## src/hw/cwg_params.svh

```systemverilog
// Register offsets, field positions, reset values and sizes of the compare waveform generator
`ifndef CWG_PARAMS_SVH
`define CWG_PARAMS_SVH

`define CWG_CNT_W 16
`define CWG_CH_NUM 4
`define CWG_ADDR_W 8
`define CWG_OFF_CTRL 8'h00
`define CWG_OFF_DRV 8'h04
`define CWG_OFF_INTMASK 8'h08
`define CWG_OFF_INTSTAT 8'h0c
`define CWG_OFF_EVCTRL 8'h10
`define CWG_OFF_PERIOD 8'h14
`define CWG_OFF_CC0 8'h18
`define CWG_OFF_CC1 8'h1c
`define CWG_OFF_CC2 8'h20
`define CWG_OFF_CC3 8'h24
`define CWG_OFF_COUNT 8'h28
`define CWG_OFF_PRESC 8'h2c
`define CWG_CTRL_EN 0
`define CWG_CTRL_MODE_LO 4
`define CWG_CTRL_MODE_HI 6
`define CWG_CTRL_DOWN 8
`define CWG_CTRL_RETRIG 9
`define CWG_ST_OVF 0
`define CWG_ST_MC 1
`define CWG_RST_PERIOD 16'hffff
`define CWG_RST_CC 16'h0000
`define CWG_RST_PRESC 8'h00

`endif

```

## src/hw/cwg_pkg.sv

```systemverilog
// Types shared by the compare waveform generator files
package cwg_pkg;
  typedef enum logic [2:0] {
    CWG_NORMAL_FREQUENCY_MODE = 3'h0,
    CWG_MATCH_FREQUENCY_MODE = 3'h1,
    CWG_NORMAL_PWM_MODE = 3'h2,
    CWG_DUAL_SLOPE_TOP_EVENT_MODE = 3'h3,
    CWG_DUAL_SLOPE_ZERO_EVENT_MODE = 3'h4,
    CWG_DUAL_SLOPE_BOTH_EVENT_MODE = 3'h5,
    CWG_DUAL_SLOPE_CRITICAL_MODE = 3'h6
  } cwg_mode_t;
  typedef logic [15:0] cwg_cnt_t;
  typedef logic [7:0] cwg_presc_t;
endpackage

```

## src/hw/cwg_top.sv

```systemverilog
// Compare waveform generator: counter, compare channels, waveform outputs, APB registers
// Functional notes
// RULE_01: Counter compared against every channel each tick, channels independent.
// RULE_02: Match flag sets at the next counter clock tick, not immediately.
// RULE_03: Match raises interrupt if unmasked and event if event output enabled.
// RULE_04: Each channel match also pulses that channel's DMA request.
// RULE_05: Seven waveform modes selectable; illegal mode code is ignored.
// RULE_06: Match frequency takes top from compare zero, others from period.
// RULE_07: Dual-slope modes load buffered top and compare values at zero.
// RULE_08: Single-slope modes load buffers on wrap, overflow, underflow or retrigger.
// RULE_09: Frequency modes toggle output on match; overflow at top up, zero down.
// RULE_10: Software picks the mode; set invert bit drives that output inverted.
// RULE_11: Dual-slope counts zero to top and back, events per chosen variant.
`timescale 1ns/1ps
`include "cwg_params.svh"
module cwg_top (
  input wire logic clock_in, // System clock, 25 MHz
  input wire logic reset_n_in, // Async reset, active low
  input wire logic psel_in, // APB select
  input wire logic penable_in, // APB enable
  input wire logic pwrite_in, // APB direction, high for write
  input wire logic [7:0] paddr_in, // APB byte address
  input wire logic [31:0] pwdata_in, // APB write data
  output logic [31:0] prdata_out, // APB read data
  output logic pready_out, // APB ready
  output logic pslverr_out, // APB error, unmapped address
  output logic [3:0] waveform_output_out, // Waveform outputs to pins
  output logic [3:0] match_event_out, // Match event pulses
  output logic overflow_event_out, // Overflow event pulse
  output logic [3:0] dma_request_out, // Per-channel DMA request pulses
  output logic interrupt_out, // Level interrupt
  output cwg_pkg::cwg_cnt_t count_out // Running counter value
);
  import cwg_pkg::*;

  function automatic logic is_mapped(input logic [7:0] a);
    is_mapped = (a[1:0] == 2'b00) && (a <= `CWG_OFF_PRESC);
  endfunction

  function automatic logic [1:0] cc_index(input logic [7:0] a);
    logic [7:0] d;
    d = a - `CWG_OFF_CC0;
    cc_index = d[3:2];
  endfunction

  // Register state
  logic en_reg, en_next;
  cwg_mode_t mode_reg, mode_next;
  logic down_reg, down_next;
  logic [3:0] inv_reg, inv_next;
  logic [4:0] mask_reg, mask_next;
  logic [4:0] stat_reg, stat_next;
  logic [4:0] evctrl_reg, evctrl_next;
  cwg_cnt_t per_buf_reg, per_buf_next;
  cwg_cnt_t per_act_reg, per_act_next;
  cwg_cnt_t cc_buf_reg [4];
  cwg_cnt_t cc_buf_next [4];
  cwg_cnt_t cc_act_reg [4];
  cwg_cnt_t cc_act_next [4];
  cwg_presc_t presc_reg, presc_next;
  logic [31:0] rdata_reg, rdata_next;
  logic err_reg, err_next;
  // Counter and output state
  cwg_cnt_t count_reg, count_next;
  logic dir_reg, dir_next;
  logic [3:0] wave_reg, wave_next;
  logic [3:0] wo_reg, wo_next;
  logic [3:0] mev_reg, mev_next;
  logic ovf_reg, ovf_next;
  logic [3:0] dma_reg, dma_next;

  logic tick;
  logic setup_ph, access_ph, wr_acc, rd_stat;
  logic retrig, dual, single_down;
  logic update, ovf_hit;
  logic [3:0] match;
  cwg_cnt_t top_w;

  cwg_tick_div u_div (
    .clock_in(clock_in),
    .reset_n_in(reset_n_in),
    .enable_in(en_reg),
    .divide_in(presc_reg),
    .tick_out(tick)
  );

  assign setup_ph = psel_in && !penable_in;
  assign access_ph = psel_in && penable_in;
  assign wr_acc = access_ph && pwrite_in && !err_reg;
  // Read clear hits only the bits that were captured for the reader
  assign rd_stat = access_ph && !pwrite_in && (paddr_in == `CWG_OFF_INTSTAT);
  assign retrig = wr_acc && (paddr_in == `CWG_OFF_CTRL) && pwdata_in[`CWG_CTRL_RETRIG];
  assign dual = (mode_reg == CWG_DUAL_SLOPE_TOP_EVENT_MODE) || (mode_reg == CWG_DUAL_SLOPE_ZERO_EVENT_MODE) ||
                (mode_reg == CWG_DUAL_SLOPE_BOTH_EVENT_MODE) || (mode_reg == CWG_DUAL_SLOPE_CRITICAL_MODE);
  assign single_down = !dual && down_reg;
  assign top_w = (mode_reg == CWG_MATCH_FREQUENCY_MODE) ? cc_act_reg[0] : per_act_reg; // RULE_06

  always_comb begin
    for (int i = 0; i < `CWG_CH_NUM; i++) begin
      match[i] = (count_reg == cc_act_reg[i]); // RULE_01
    end
  end

  // Register file next state
  always_comb begin
    en_next = en_reg;
    mode_next = mode_reg;
    down_next = down_reg;
    inv_next = inv_reg;
    mask_next = mask_reg;
    evctrl_next = evctrl_reg;
    per_buf_next = per_buf_reg;
    presc_next = presc_reg;
    rdata_next = rdata_reg;
    err_next = err_reg;
    for (int i = 0; i < `CWG_CH_NUM; i++) begin
      cc_buf_next[i] = cc_buf_reg[i];
    end
    if (setup_ph) begin
      err_next = !is_mapped(paddr_in);
      rdata_next = 32'h0000_0000;
      unique case (paddr_in)
        `CWG_OFF_CTRL: begin
          rdata_next[`CWG_CTRL_EN] = en_reg;
          rdata_next[`CWG_CTRL_MODE_HI:`CWG_CTRL_MODE_LO] = mode_reg;
          rdata_next[`CWG_CTRL_DOWN] = down_reg;
        end
        `CWG_OFF_DRV: rdata_next[3:0] = inv_reg;
        `CWG_OFF_INTMASK: rdata_next[4:0] = mask_reg;
        `CWG_OFF_INTSTAT: rdata_next[4:0] = stat_reg;
        `CWG_OFF_EVCTRL: rdata_next[4:0] = evctrl_reg;
        `CWG_OFF_PERIOD: rdata_next[15:0] = per_buf_reg;
        `CWG_OFF_CC0, `CWG_OFF_CC1, `CWG_OFF_CC2, `CWG_OFF_CC3: begin
          rdata_next[15:0] = cc_buf_reg[cc_index(paddr_in)];
        end
        `CWG_OFF_COUNT: rdata_next[15:0] = count_reg;
        `CWG_OFF_PRESC: rdata_next[7:0] = presc_reg;
        default: rdata_next = 32'h0000_0000;
      endcase
    end
    if (wr_acc) begin
      unique case (paddr_in)
        `CWG_OFF_CTRL: begin
          en_next = pwdata_in[`CWG_CTRL_EN];
          down_next = pwdata_in[`CWG_CTRL_DOWN];
          // Code 7 has no mode, so the old mode stays
          if (pwdata_in[`CWG_CTRL_MODE_HI:`CWG_CTRL_MODE_LO] != 3'h7) begin
            mode_next = cwg_mode_t'(pwdata_in[`CWG_CTRL_MODE_HI:`CWG_CTRL_MODE_LO]); // RULE_05
          end
        end
        `CWG_OFF_DRV: inv_next = pwdata_in[3:0]; // RULE_10
        `CWG_OFF_INTMASK: mask_next = pwdata_in[4:0];
        `CWG_OFF_EVCTRL: evctrl_next = pwdata_in[4:0];
        `CWG_OFF_PERIOD: per_buf_next = pwdata_in[15:0];
        `CWG_OFF_CC0, `CWG_OFF_CC1, `CWG_OFF_CC2, `CWG_OFF_CC3: begin
          cc_buf_next[cc_index(paddr_in)] = pwdata_in[15:0];
        end
        `CWG_OFF_PRESC: presc_next = pwdata_in[7:0];
        default: begin
        end
      endcase
    end
  end

  // Counter, buffers, flags and outputs next state
  always_comb begin
    count_next = count_reg;
    dir_next = dir_reg;
    update = 1'b0;
    ovf_hit = 1'b0;
    wave_next = wave_reg;
    mev_next = 4'h0;
    dma_next = 4'h0;
    ovf_next = 1'b0;
    per_act_next = per_act_reg;
    for (int i = 0; i < `CWG_CH_NUM; i++) begin
      cc_act_next[i] = cc_act_reg[i];
    end
    if (!en_reg) begin
      count_next = 16'h0000;
      dir_next = 1'b0;
      update = 1'b1;
    end else if (retrig) begin
      count_next = single_down ? top_w : 16'h0000;
      dir_next = 1'b0;
      update = 1'b1; // RULE_08
    end else if (tick) begin
      if (dual) begin
        if (!dir_reg) begin
          if (top_w == 16'h0000) begin
            count_next = 16'h0000;
          end else if (count_reg >= top_w) begin
            count_next = count_reg - 16'h0001;
            dir_next = 1'b1; // RULE_11
            ovf_hit = (mode_reg == CWG_DUAL_SLOPE_TOP_EVENT_MODE) || (mode_reg == CWG_DUAL_SLOPE_BOTH_EVENT_MODE);
          end else begin
            count_next = count_reg + 16'h0001;
          end
        end else if (count_reg <= 16'h0001) begin
          count_next = 16'h0000;
          dir_next = 1'b0; // RULE_11
          update = 1'b1; // RULE_07
          ovf_hit = (mode_reg != CWG_DUAL_SLOPE_TOP_EVENT_MODE);
        end else begin
          count_next = count_reg - 16'h0001;
        end
      end else if (single_down) begin
        if (count_reg == 16'h0000) begin
          count_next = top_w;
          update = 1'b1; // RULE_08
          ovf_hit = 1'b1; // RULE_09
        end else begin
          count_next = count_reg - 16'h0001;
        end
      end else if (count_reg >= top_w) begin
        count_next = 16'h0000;
        update = 1'b1; // RULE_08
        ovf_hit = 1'b1; // RULE_09
      end else begin
        count_next = count_reg + 16'h0001;
      end
      // The count seen here was loaded one tick earlier, so flags lag a tick
      for (int i = 0; i < `CWG_CH_NUM; i++) begin
        dma_next[i] = match[i]; // RULE_04
        mev_next[i] = match[i] && evctrl_reg[`CWG_ST_MC + i]; // RULE_03
        unique case (mode_reg)
          CWG_NORMAL_FREQUENCY_MODE, CWG_MATCH_FREQUENCY_MODE: begin
            if (match[i]) begin
              wave_next[i] = !wave_reg[i]; // RULE_09
            end
          end
          default: wave_next[i] = (count_reg < cc_act_reg[i]);
        endcase
      end
      ovf_next = ovf_hit && evctrl_reg[`CWG_ST_OVF];
    end
    if (update) begin
      per_act_next = per_buf_reg;
      for (int i = 0; i < `CWG_CH_NUM; i++) begin
        cc_act_next[i] = cc_buf_reg[i];
      end
    end
    wo_next = wave_next ^ inv_next; // RULE_10
    // A new event beats the read clear in the same cycle
    stat_next = stat_reg & ~(rd_stat ? rdata_reg[4:0] : 5'h00);
    stat_next = stat_next | {dma_next, ovf_hit}; // RULE_02
  end

  always_ff @(posedge clock_in or negedge reset_n_in) begin
    if (!reset_n_in) begin
      en_reg <= 1'b0;
      mode_reg <= CWG_NORMAL_FREQUENCY_MODE;
      down_reg <= 1'b0;
      inv_reg <= 4'h0;
      mask_reg <= 5'h00;
      stat_reg <= 5'h00;
      evctrl_reg <= 5'h00;
      per_buf_reg <= `CWG_RST_PERIOD;
      per_act_reg <= `CWG_RST_PERIOD;
      presc_reg <= `CWG_RST_PRESC;
      rdata_reg <= 32'h0000_0000;
      err_reg <= 1'b0;
      count_reg <= 16'h0000;
      dir_reg <= 1'b0;
      wave_reg <= 4'h0;
      wo_reg <= 4'h0;
      mev_reg <= 4'h0;
      ovf_reg <= 1'b0;
      dma_reg <= 4'h0;
      for (int i = 0; i < `CWG_CH_NUM; i++) begin
        cc_buf_reg[i] <= `CWG_RST_CC;
        cc_act_reg[i] <= `CWG_RST_CC;
      end
    end else begin
      en_reg <= en_next;
      mode_reg <= mode_next;
      down_reg <= down_next;
      inv_reg <= inv_next;
      mask_reg <= mask_next;
      stat_reg <= stat_next;
      evctrl_reg <= evctrl_next;
      per_buf_reg <= per_buf_next;
      per_act_reg <= per_act_next;
      presc_reg <= presc_next;
      rdata_reg <= rdata_next;
      err_reg <= err_next;
      count_reg <= count_next;
      dir_reg <= dir_next;
      wave_reg <= wave_next;
      wo_reg <= wo_next;
      mev_reg <= mev_next;
      ovf_reg <= ovf_next;
      dma_reg <= dma_next;
      for (int i = 0; i < `CWG_CH_NUM; i++) begin
        cc_buf_reg[i] <= cc_buf_next[i];
        cc_act_reg[i] <= cc_act_next[i];
      end
    end
  end

  assign prdata_out = rdata_reg;
  assign pready_out = access_ph;
  assign pslverr_out = access_ph && err_reg;
  assign waveform_output_out = wo_reg;
  assign match_event_out = mev_reg;
  assign overflow_event_out = ovf_reg;
  assign dma_request_out = dma_reg;
  assign interrupt_out = |(stat_reg & mask_reg); // RULE_03
  assign count_out = count_reg;
endmodule

```

## src/hw/cwg_tick_div.sv

```systemverilog
// Prescaler that makes the one-cycle counter clock tick
`timescale 1ns/1ps
module cwg_tick_div (
  input wire logic clock_in, // System clock
  input wire logic reset_n_in, // Async reset, active low
  input wire logic enable_in, // Counter running
  input wire cwg_pkg::cwg_presc_t divide_in, // Tick every divide_in+1 cycles
  output logic tick_out // One-cycle tick pulse
);
  import cwg_pkg::*;
  cwg_presc_t cnt_reg;
  cwg_presc_t cnt_next;
  logic tick_next;

  always_comb begin
    cnt_next = cnt_reg;
    tick_next = 1'b0;
    if (!enable_in) begin
      cnt_next = 8'h00;
    end else if (cnt_reg >= divide_in) begin
      cnt_next = 8'h00;
      tick_next = 1'b1;
    end else begin
      cnt_next = cnt_reg + 8'h01;
    end
  end

  always_ff @(posedge clock_in or negedge reset_n_in) begin
    if (!reset_n_in) begin
      cnt_reg <= 8'h00;
      tick_out <= 1'b0;
    end else begin
      cnt_reg <= cnt_next;
      tick_out <= tick_next;
    end
  end
endmodule

```

## config.mk

```make
export PLATFORM = sky130hd
export DESIGN_NAME = cwg_top
export DESIGN_NICKNAME = d
export VERILOG_FILES = /design/src/hw/cwg_pkg.sv /design/src/hw/cwg_top.sv /design/src/hw/cwg_tick_div.sv
export VERILOG_INCLUDE_DIRS = /design/src /design/src/hw
export SDC_FILE = /design/constraint.sdc
export NUM_CORES = 1
export LEC_CHECK = 0
export BUFFER_PORTS_ARGS = -buffer_cell sky130_fd_sc_hd__buf_2
export CAP_MARGIN = 0
export CORE_ASPECT_RATIO = 0.9
export CORE_MARGIN = 5
export CORE_UTILIZATION = 35
export CTS_CLUSTER_DIAMETER = 120
export DETAILED_ROUTE_END_ITERATION = 10
export GPL_TIMING_DRIVEN = 0
export SYNTH_ARGS = -nofsm -noshare
export SYNTH_HDL_FRONTEND = slang
export SYNTH_SLANG_ARGS = --single-unit
```

## constraint.sdc

```tcl
create_clock -name clock_in -period 5.2 [get_ports clock_in]
set_clock_uncertainty 0.15 [all_clocks]
set_input_delay 0.78 -clock clock_in [delete_from_list [all_inputs] [get_ports clock_in]]
set_output_delay 0.78 -clock clock_in [all_outputs]
set_load 0.02 [all_outputs]
```

Yosys cells after proc, flatten, opt, wreduce, memory -nomap -nowiden
Cells that the tools add are included.
{ "totals": {"register_bits": 252, "latch_bits": 0, "mem_bits_rw": 0, "romBits": 0, "inputBits": 45, "n_memories": 0} }
{ "classes": {"add_sub_neg": 4, "n_mul": 0, "div_mod_pow": 0, "magnitude_cmp": 10, "n_eq_ne": 24, "n_shift": 0, "n_mux": 80, "n_bitwise": 6, "reduce_logical": 46} }
{ "op_table": {"columns": ["cell", "count"], "rows": [
  ["$mux 16", 16],
  ["$bwmux 64", 1],
  ["$eq 16x16->1", 4],
  ["$lt 16x16->1", 4],
  ["$mux 4", 11],
  ["$mux 1", 40],
  ["$bmux 16 s2", 1],
  ["$demux 16 s2", 1],
  ["$eq 8x5->1 const B", 4],
  ["$eq 8x6->1 const B", 4],
  ["$logic_not 16->1", 2],
  ["$pmux 3 s8", 1],
  ["$pmux 7 s3", 1],
  ["$logic_and 1x1->1", 17],
  ["$add 16x1->16 const B", 1],
  ["$eq 8x4->1 const B", 2],
  ["$ge 16x16->1", 1],
  ["$le 16x1->1 const B", 1],
  ["$mux 8", 2],
  ["$sub 16x1->16 const B", 1],
  ["$reduce_and 2->1", 7],
  ["$and 5x5->5", 2],
  ["$pmux 2 s5", 1],
  ["$eq 3x3->1 const B", 3],
  ["other kinds (29)", 42]
]} }

Depth between registers and ports, before layout
{ "logic_depth": {"word_depth": 15, "ltp_mapped": 16, "mapped_depth_nobuf": 13} }

Modules after synthesis
Synthesis repeated with hierarchy kept, for this count alone.
{ "hier_totals": {"hier_cells": 1341, "area_unflattened_um2": 14841.7} }
{ "modules_own_cells": {"columns": ["module", "instances", "cells_per_inst", "area_each_um2"], "rows": [
  ["cwg_top", 1, 1282, 14244.9],
  ["cwg_tick_div", 1, 59, 596.8]
]} }

Worst setup path after synthesis
No wires, ideal clock.
{ "synth_path": {"kind": "register to register", "start": "register mode_reg[2]", "end": "register cc_act_reg[15] (netlist name)", "setup_time_ps": 125, "t_arrival_ps": 3922, "required_ps": 4925, "slack_ps": 1004, "path_stages_with_launch": 15, "path_buffers": 4, "period_less_slack_ps": 4196, "path_cell_list": "dfrtp_1 -> buf_2 -> nor3b_2 -> buf_4 -> buf_1 -> mux2i_1 -> ha_1 -> a21o_1 -> maj3_1 -> a2111o_1 -> nor2_4 -> a21oi_2 -> a31oi_4 -> buf_6 -> mux2_2"} }
{ "synth_between": {"elab_chain_len": 11, "word_cells_on_any_way": 18, "classes_between": "order compare: 1; eq/ne: 5; mux: 7; reduce/logical: 5"} }
{ "synth_rtl": {"columns": ["item", "line_no", "rtl"], "rows": [
  ["start: declaration", "cwg_top.sv:48", "cwg_mode_t mode_reg, mode_next;"],
  ["start signal: assignment", "cwg_top.sv:276", "mode_reg <= mode_next;"],
  ["branches (longest 7 deep; another with $ge 16x16->1)", null, null],
  ["$mux 1 *", "cwg_top.sv:188", "if (dual) begin"],
  ["$mux 1 *", "cwg_top.sv:187", "end else if (tick) begin"],
  ["$mux 1 *", "cwg_top.sv:183", "end else if (retrig) begin"],
  ["$mux 1 *", "cwg_top.sv:179", "if (!en_reg) begin"],
  ["end signal: indexed assignment", "cwg_top.sv:272", "cc_act_reg[i] <= `CWG_RST_CC;"],
  ["end signal: indexed assignment", "cwg_top.sv:296", "cc_act_reg[i] <= cc_act_next[i];"],
  ["end: declaration", "cwg_top.sv:58", "cwg_cnt_t cc_act_reg [4];"]
]} }
Every way passes the cells marked *.
A chain may end at the register's enable or synchronous reset.

Worst setup path after layout
{ "layout_path": {"start": "register mode_reg[2]", "end": "register cc_act_reg[4] (netlist name)"} }
Same word-level chain as after synthesis.

==> flow_summary.toml <==
[power]
p_leak_nw = 8.088
vdd_ir_drop_max_mv = 0.2468
pwr_density_cell_mw_per_mm2 = 263.3

[worst_setup_path]
reg2reg_slack_ns = 0.24
cpMostUsedCell = "nand2_1"
crit_path_start_kind = "flop"
r2r_start = "mode_reg[2]"
cp_cell_sequence = "buf_2, nor2_1, nand2_1, nand2_1, nand2_1, ha_1, nand2b_1, a21o_1, maj3_1, a2111o_1, nor2_4, a21oi_2, a31oi_4, buf_6, mux2_2"
crit_required_ns = 5.51
worst_path_max_delay_cell = "nor2_1"
path_buf_inv = 2
worstPathMaxFanout = 10
crit_type = "flop to flop"
rr_endpoint = "cc_act_reg[4]"
cp.depth = 15
crit_family = "simple AND/OR/NAND/NOR gates"
worstPathArrival_ns = 5.27
critical_path.endpoint = "cc_act_reg[4]"
end_kind = "flop"
startpoint = "mode_reg[2]"
r2r_cells = 15
max_stage_delay_ns = 0.60

[timing]
fmax_ghz = 0.2015
period_needed_ns = 4.962
postLayoutSetupSlackWorst_ns = 0.2376
worst_pin_slew_ns = 1.362
slew_viol_final = 0
rsz0062_at_grt = "no"
relSlewSlack = 0.08480
min_period_over_period = 0.9543
hold_viol = 0
fin_tns_setup_ns = 0
holdWs_ns = 0.07149
setup_violations = 0

[floorplanning]
core_area_mm2 = 0.04090
pin_count = 109
fp.dieArea_mm2 = 0.04574
initial_core_util = 0.3556
row_count = 70
die_h_um = 203.4
die_x_um = 224.9

[yosys]
synth_edf_count = 0
yosys.area_share.simple = 0.1085
synth_xor_area_frac = 0.02529
synth_ff_type = "dfrtp_1"
synth_compound_area_frac = 0.1172
yosysSeqAreaShare = 0.4363
synthesis.area_mm2 = 0.01455
synth_fa_ha_area_frac = 0.07982
yosysMostFrequentCell = "dfrtp_1"
synth_common_cells = "dfrtp_1, mux2_2, nand2_1"
synth_cell_type_count = 73
synth_mux_area_frac = 0.1830
synth_top_area_share = 0.3785
async_flop_share = 1.000
synth.avg_cell_area_um2 = 10.87
synth_top_family_by_area = "multiplexers"
yosysTopAreaCell = "dfrtp_1"
ys_seq_elements = 252
yosys_warnings = 0
synthCells = 1338
synthTopCellsByArea = "dfrtp_1, mux2_2, ha_1"

[detailed_routing]
dr.pass1.iters = 5
wire_per_inst_um = 23.71
drc = 0
drt_iter0_markers = 949
vias = 11410
final_antenna_net_count = 0
wl_um = 47950
viasPerCell = 5.643

[layout]
layout.cells.non_filler = 2022
final_area_mm2 = 0.01673
fin_nets = 1595
syn_to_final_growth_pct = 14.99
layout-drive-gt1-share = 0.2640

[min_path]
hold_path.class = "primary input to asynchronous set/reset pin"

[clocking]
clockBufferDepth = 3
cts_resized = 0
clk_pin_slew_ns = 0.07
cts_tree = "built"
worstSkewPairLatency_ns = 0.57
postCtsHoldBufs = 0
cts_sinks = 252
ctsRootBufferMaster = "clkbuf_16"
postCtsSetupRepairBufs = 0
cts_inserted_buffers = 29
htreeDepth = 1

[job]
max-cap-violations = 0

[grt]
busiest_layer = "met2"
gr-total-overflow = 0
grt_pass1_vias = 11500
grt_pass1_wl_um = 72280
antenna_found_initial = 1
grt_start_max_net_pins = 98
globalRouteMet1Util = 0.2873
grt_util_met2 = 0.3292
grt_usage = 0.2047
met3_usage = 0.03440

[placed_design]
dp_hpwl_um = 35980
gp_congestion = 0.8722
numPortBuffers = 72
placed_area_mm2 = 0.01572
dp.cells = 1968
dp_slack_ns = 0.1197

[run_status]
status = "completed"
## kinds of logic after synthesis
kind of cell | Yosys count
other | 1
muxes | 222
DFF | 252
xor gates and xnor gates | 42
buffers and inverters | 158
AOI/OAI and AO/OA | 247
and+or+nand+nor | 323
adders and majority gates | 93
## stage by stage
stage	power [W]	util
2_1_floorplan	0.002153	-
3_3_place_gp	0.002271	0.3823
3_5_place_dp	0.002281	0.3843
4_1_cts	0.004439	0.4090
5_1_grt	0.004552	0.4090
6_report	0.004405	0.4090
## routing by layer
layer / routed length (um) / up-vias
met3: 3460 / 85
met5: 0 / -
met1: 20990 / 5795
li1: - / 5083
met4: 1419 / 0
met2: 22080 / 448
## layout by cell type (no fill, tap or decap), drive strengths merged, types with 29 or more instances in the layout
master,n
o21ai,48
dfrtp,220
clkbuf,88
nand2,113
nor2,55
dfstp,32
inv,78
a21oi,41
xor2,29
ha,92
a21o,35
buf,106
nand3,36
mux2,182
## final cells by class
type                    count  area (um2)
clock inverters            15       167.7
inverters                  77       289.0
plain buffers              80       429.2
repair buffers             75       432.9
diodes                      1       2.502
flip-flops and latches    252        6346
fillers                  4023       24170
clock buffers              39       843.3
multi-input cells         943        7541
well taps                 540       675.6
## how the worst min path moves through the flow
stage,to,slack [ns],depth (start not counted)
after global routing,match_event_out[2],0.13,1
after global placement,prdata_out[5],0.31,1
after detailed placement,prdata_out[7],0.32,2
after floorplan,stat_reg[3],0.32,1
after CTS,count_out[0],0.11,1
final,count_out[0],0.07,1
## report_power, final
group / total, W / switching, W / internal, W
combinational: 0.000255 / 0.000176 / 0.0000791
sequential: 0.00199 / 0.0000131 / 0.00198
clock: 0.00216 / 0.000871 / 0.00129
Power figures use the tool's default switching activity.
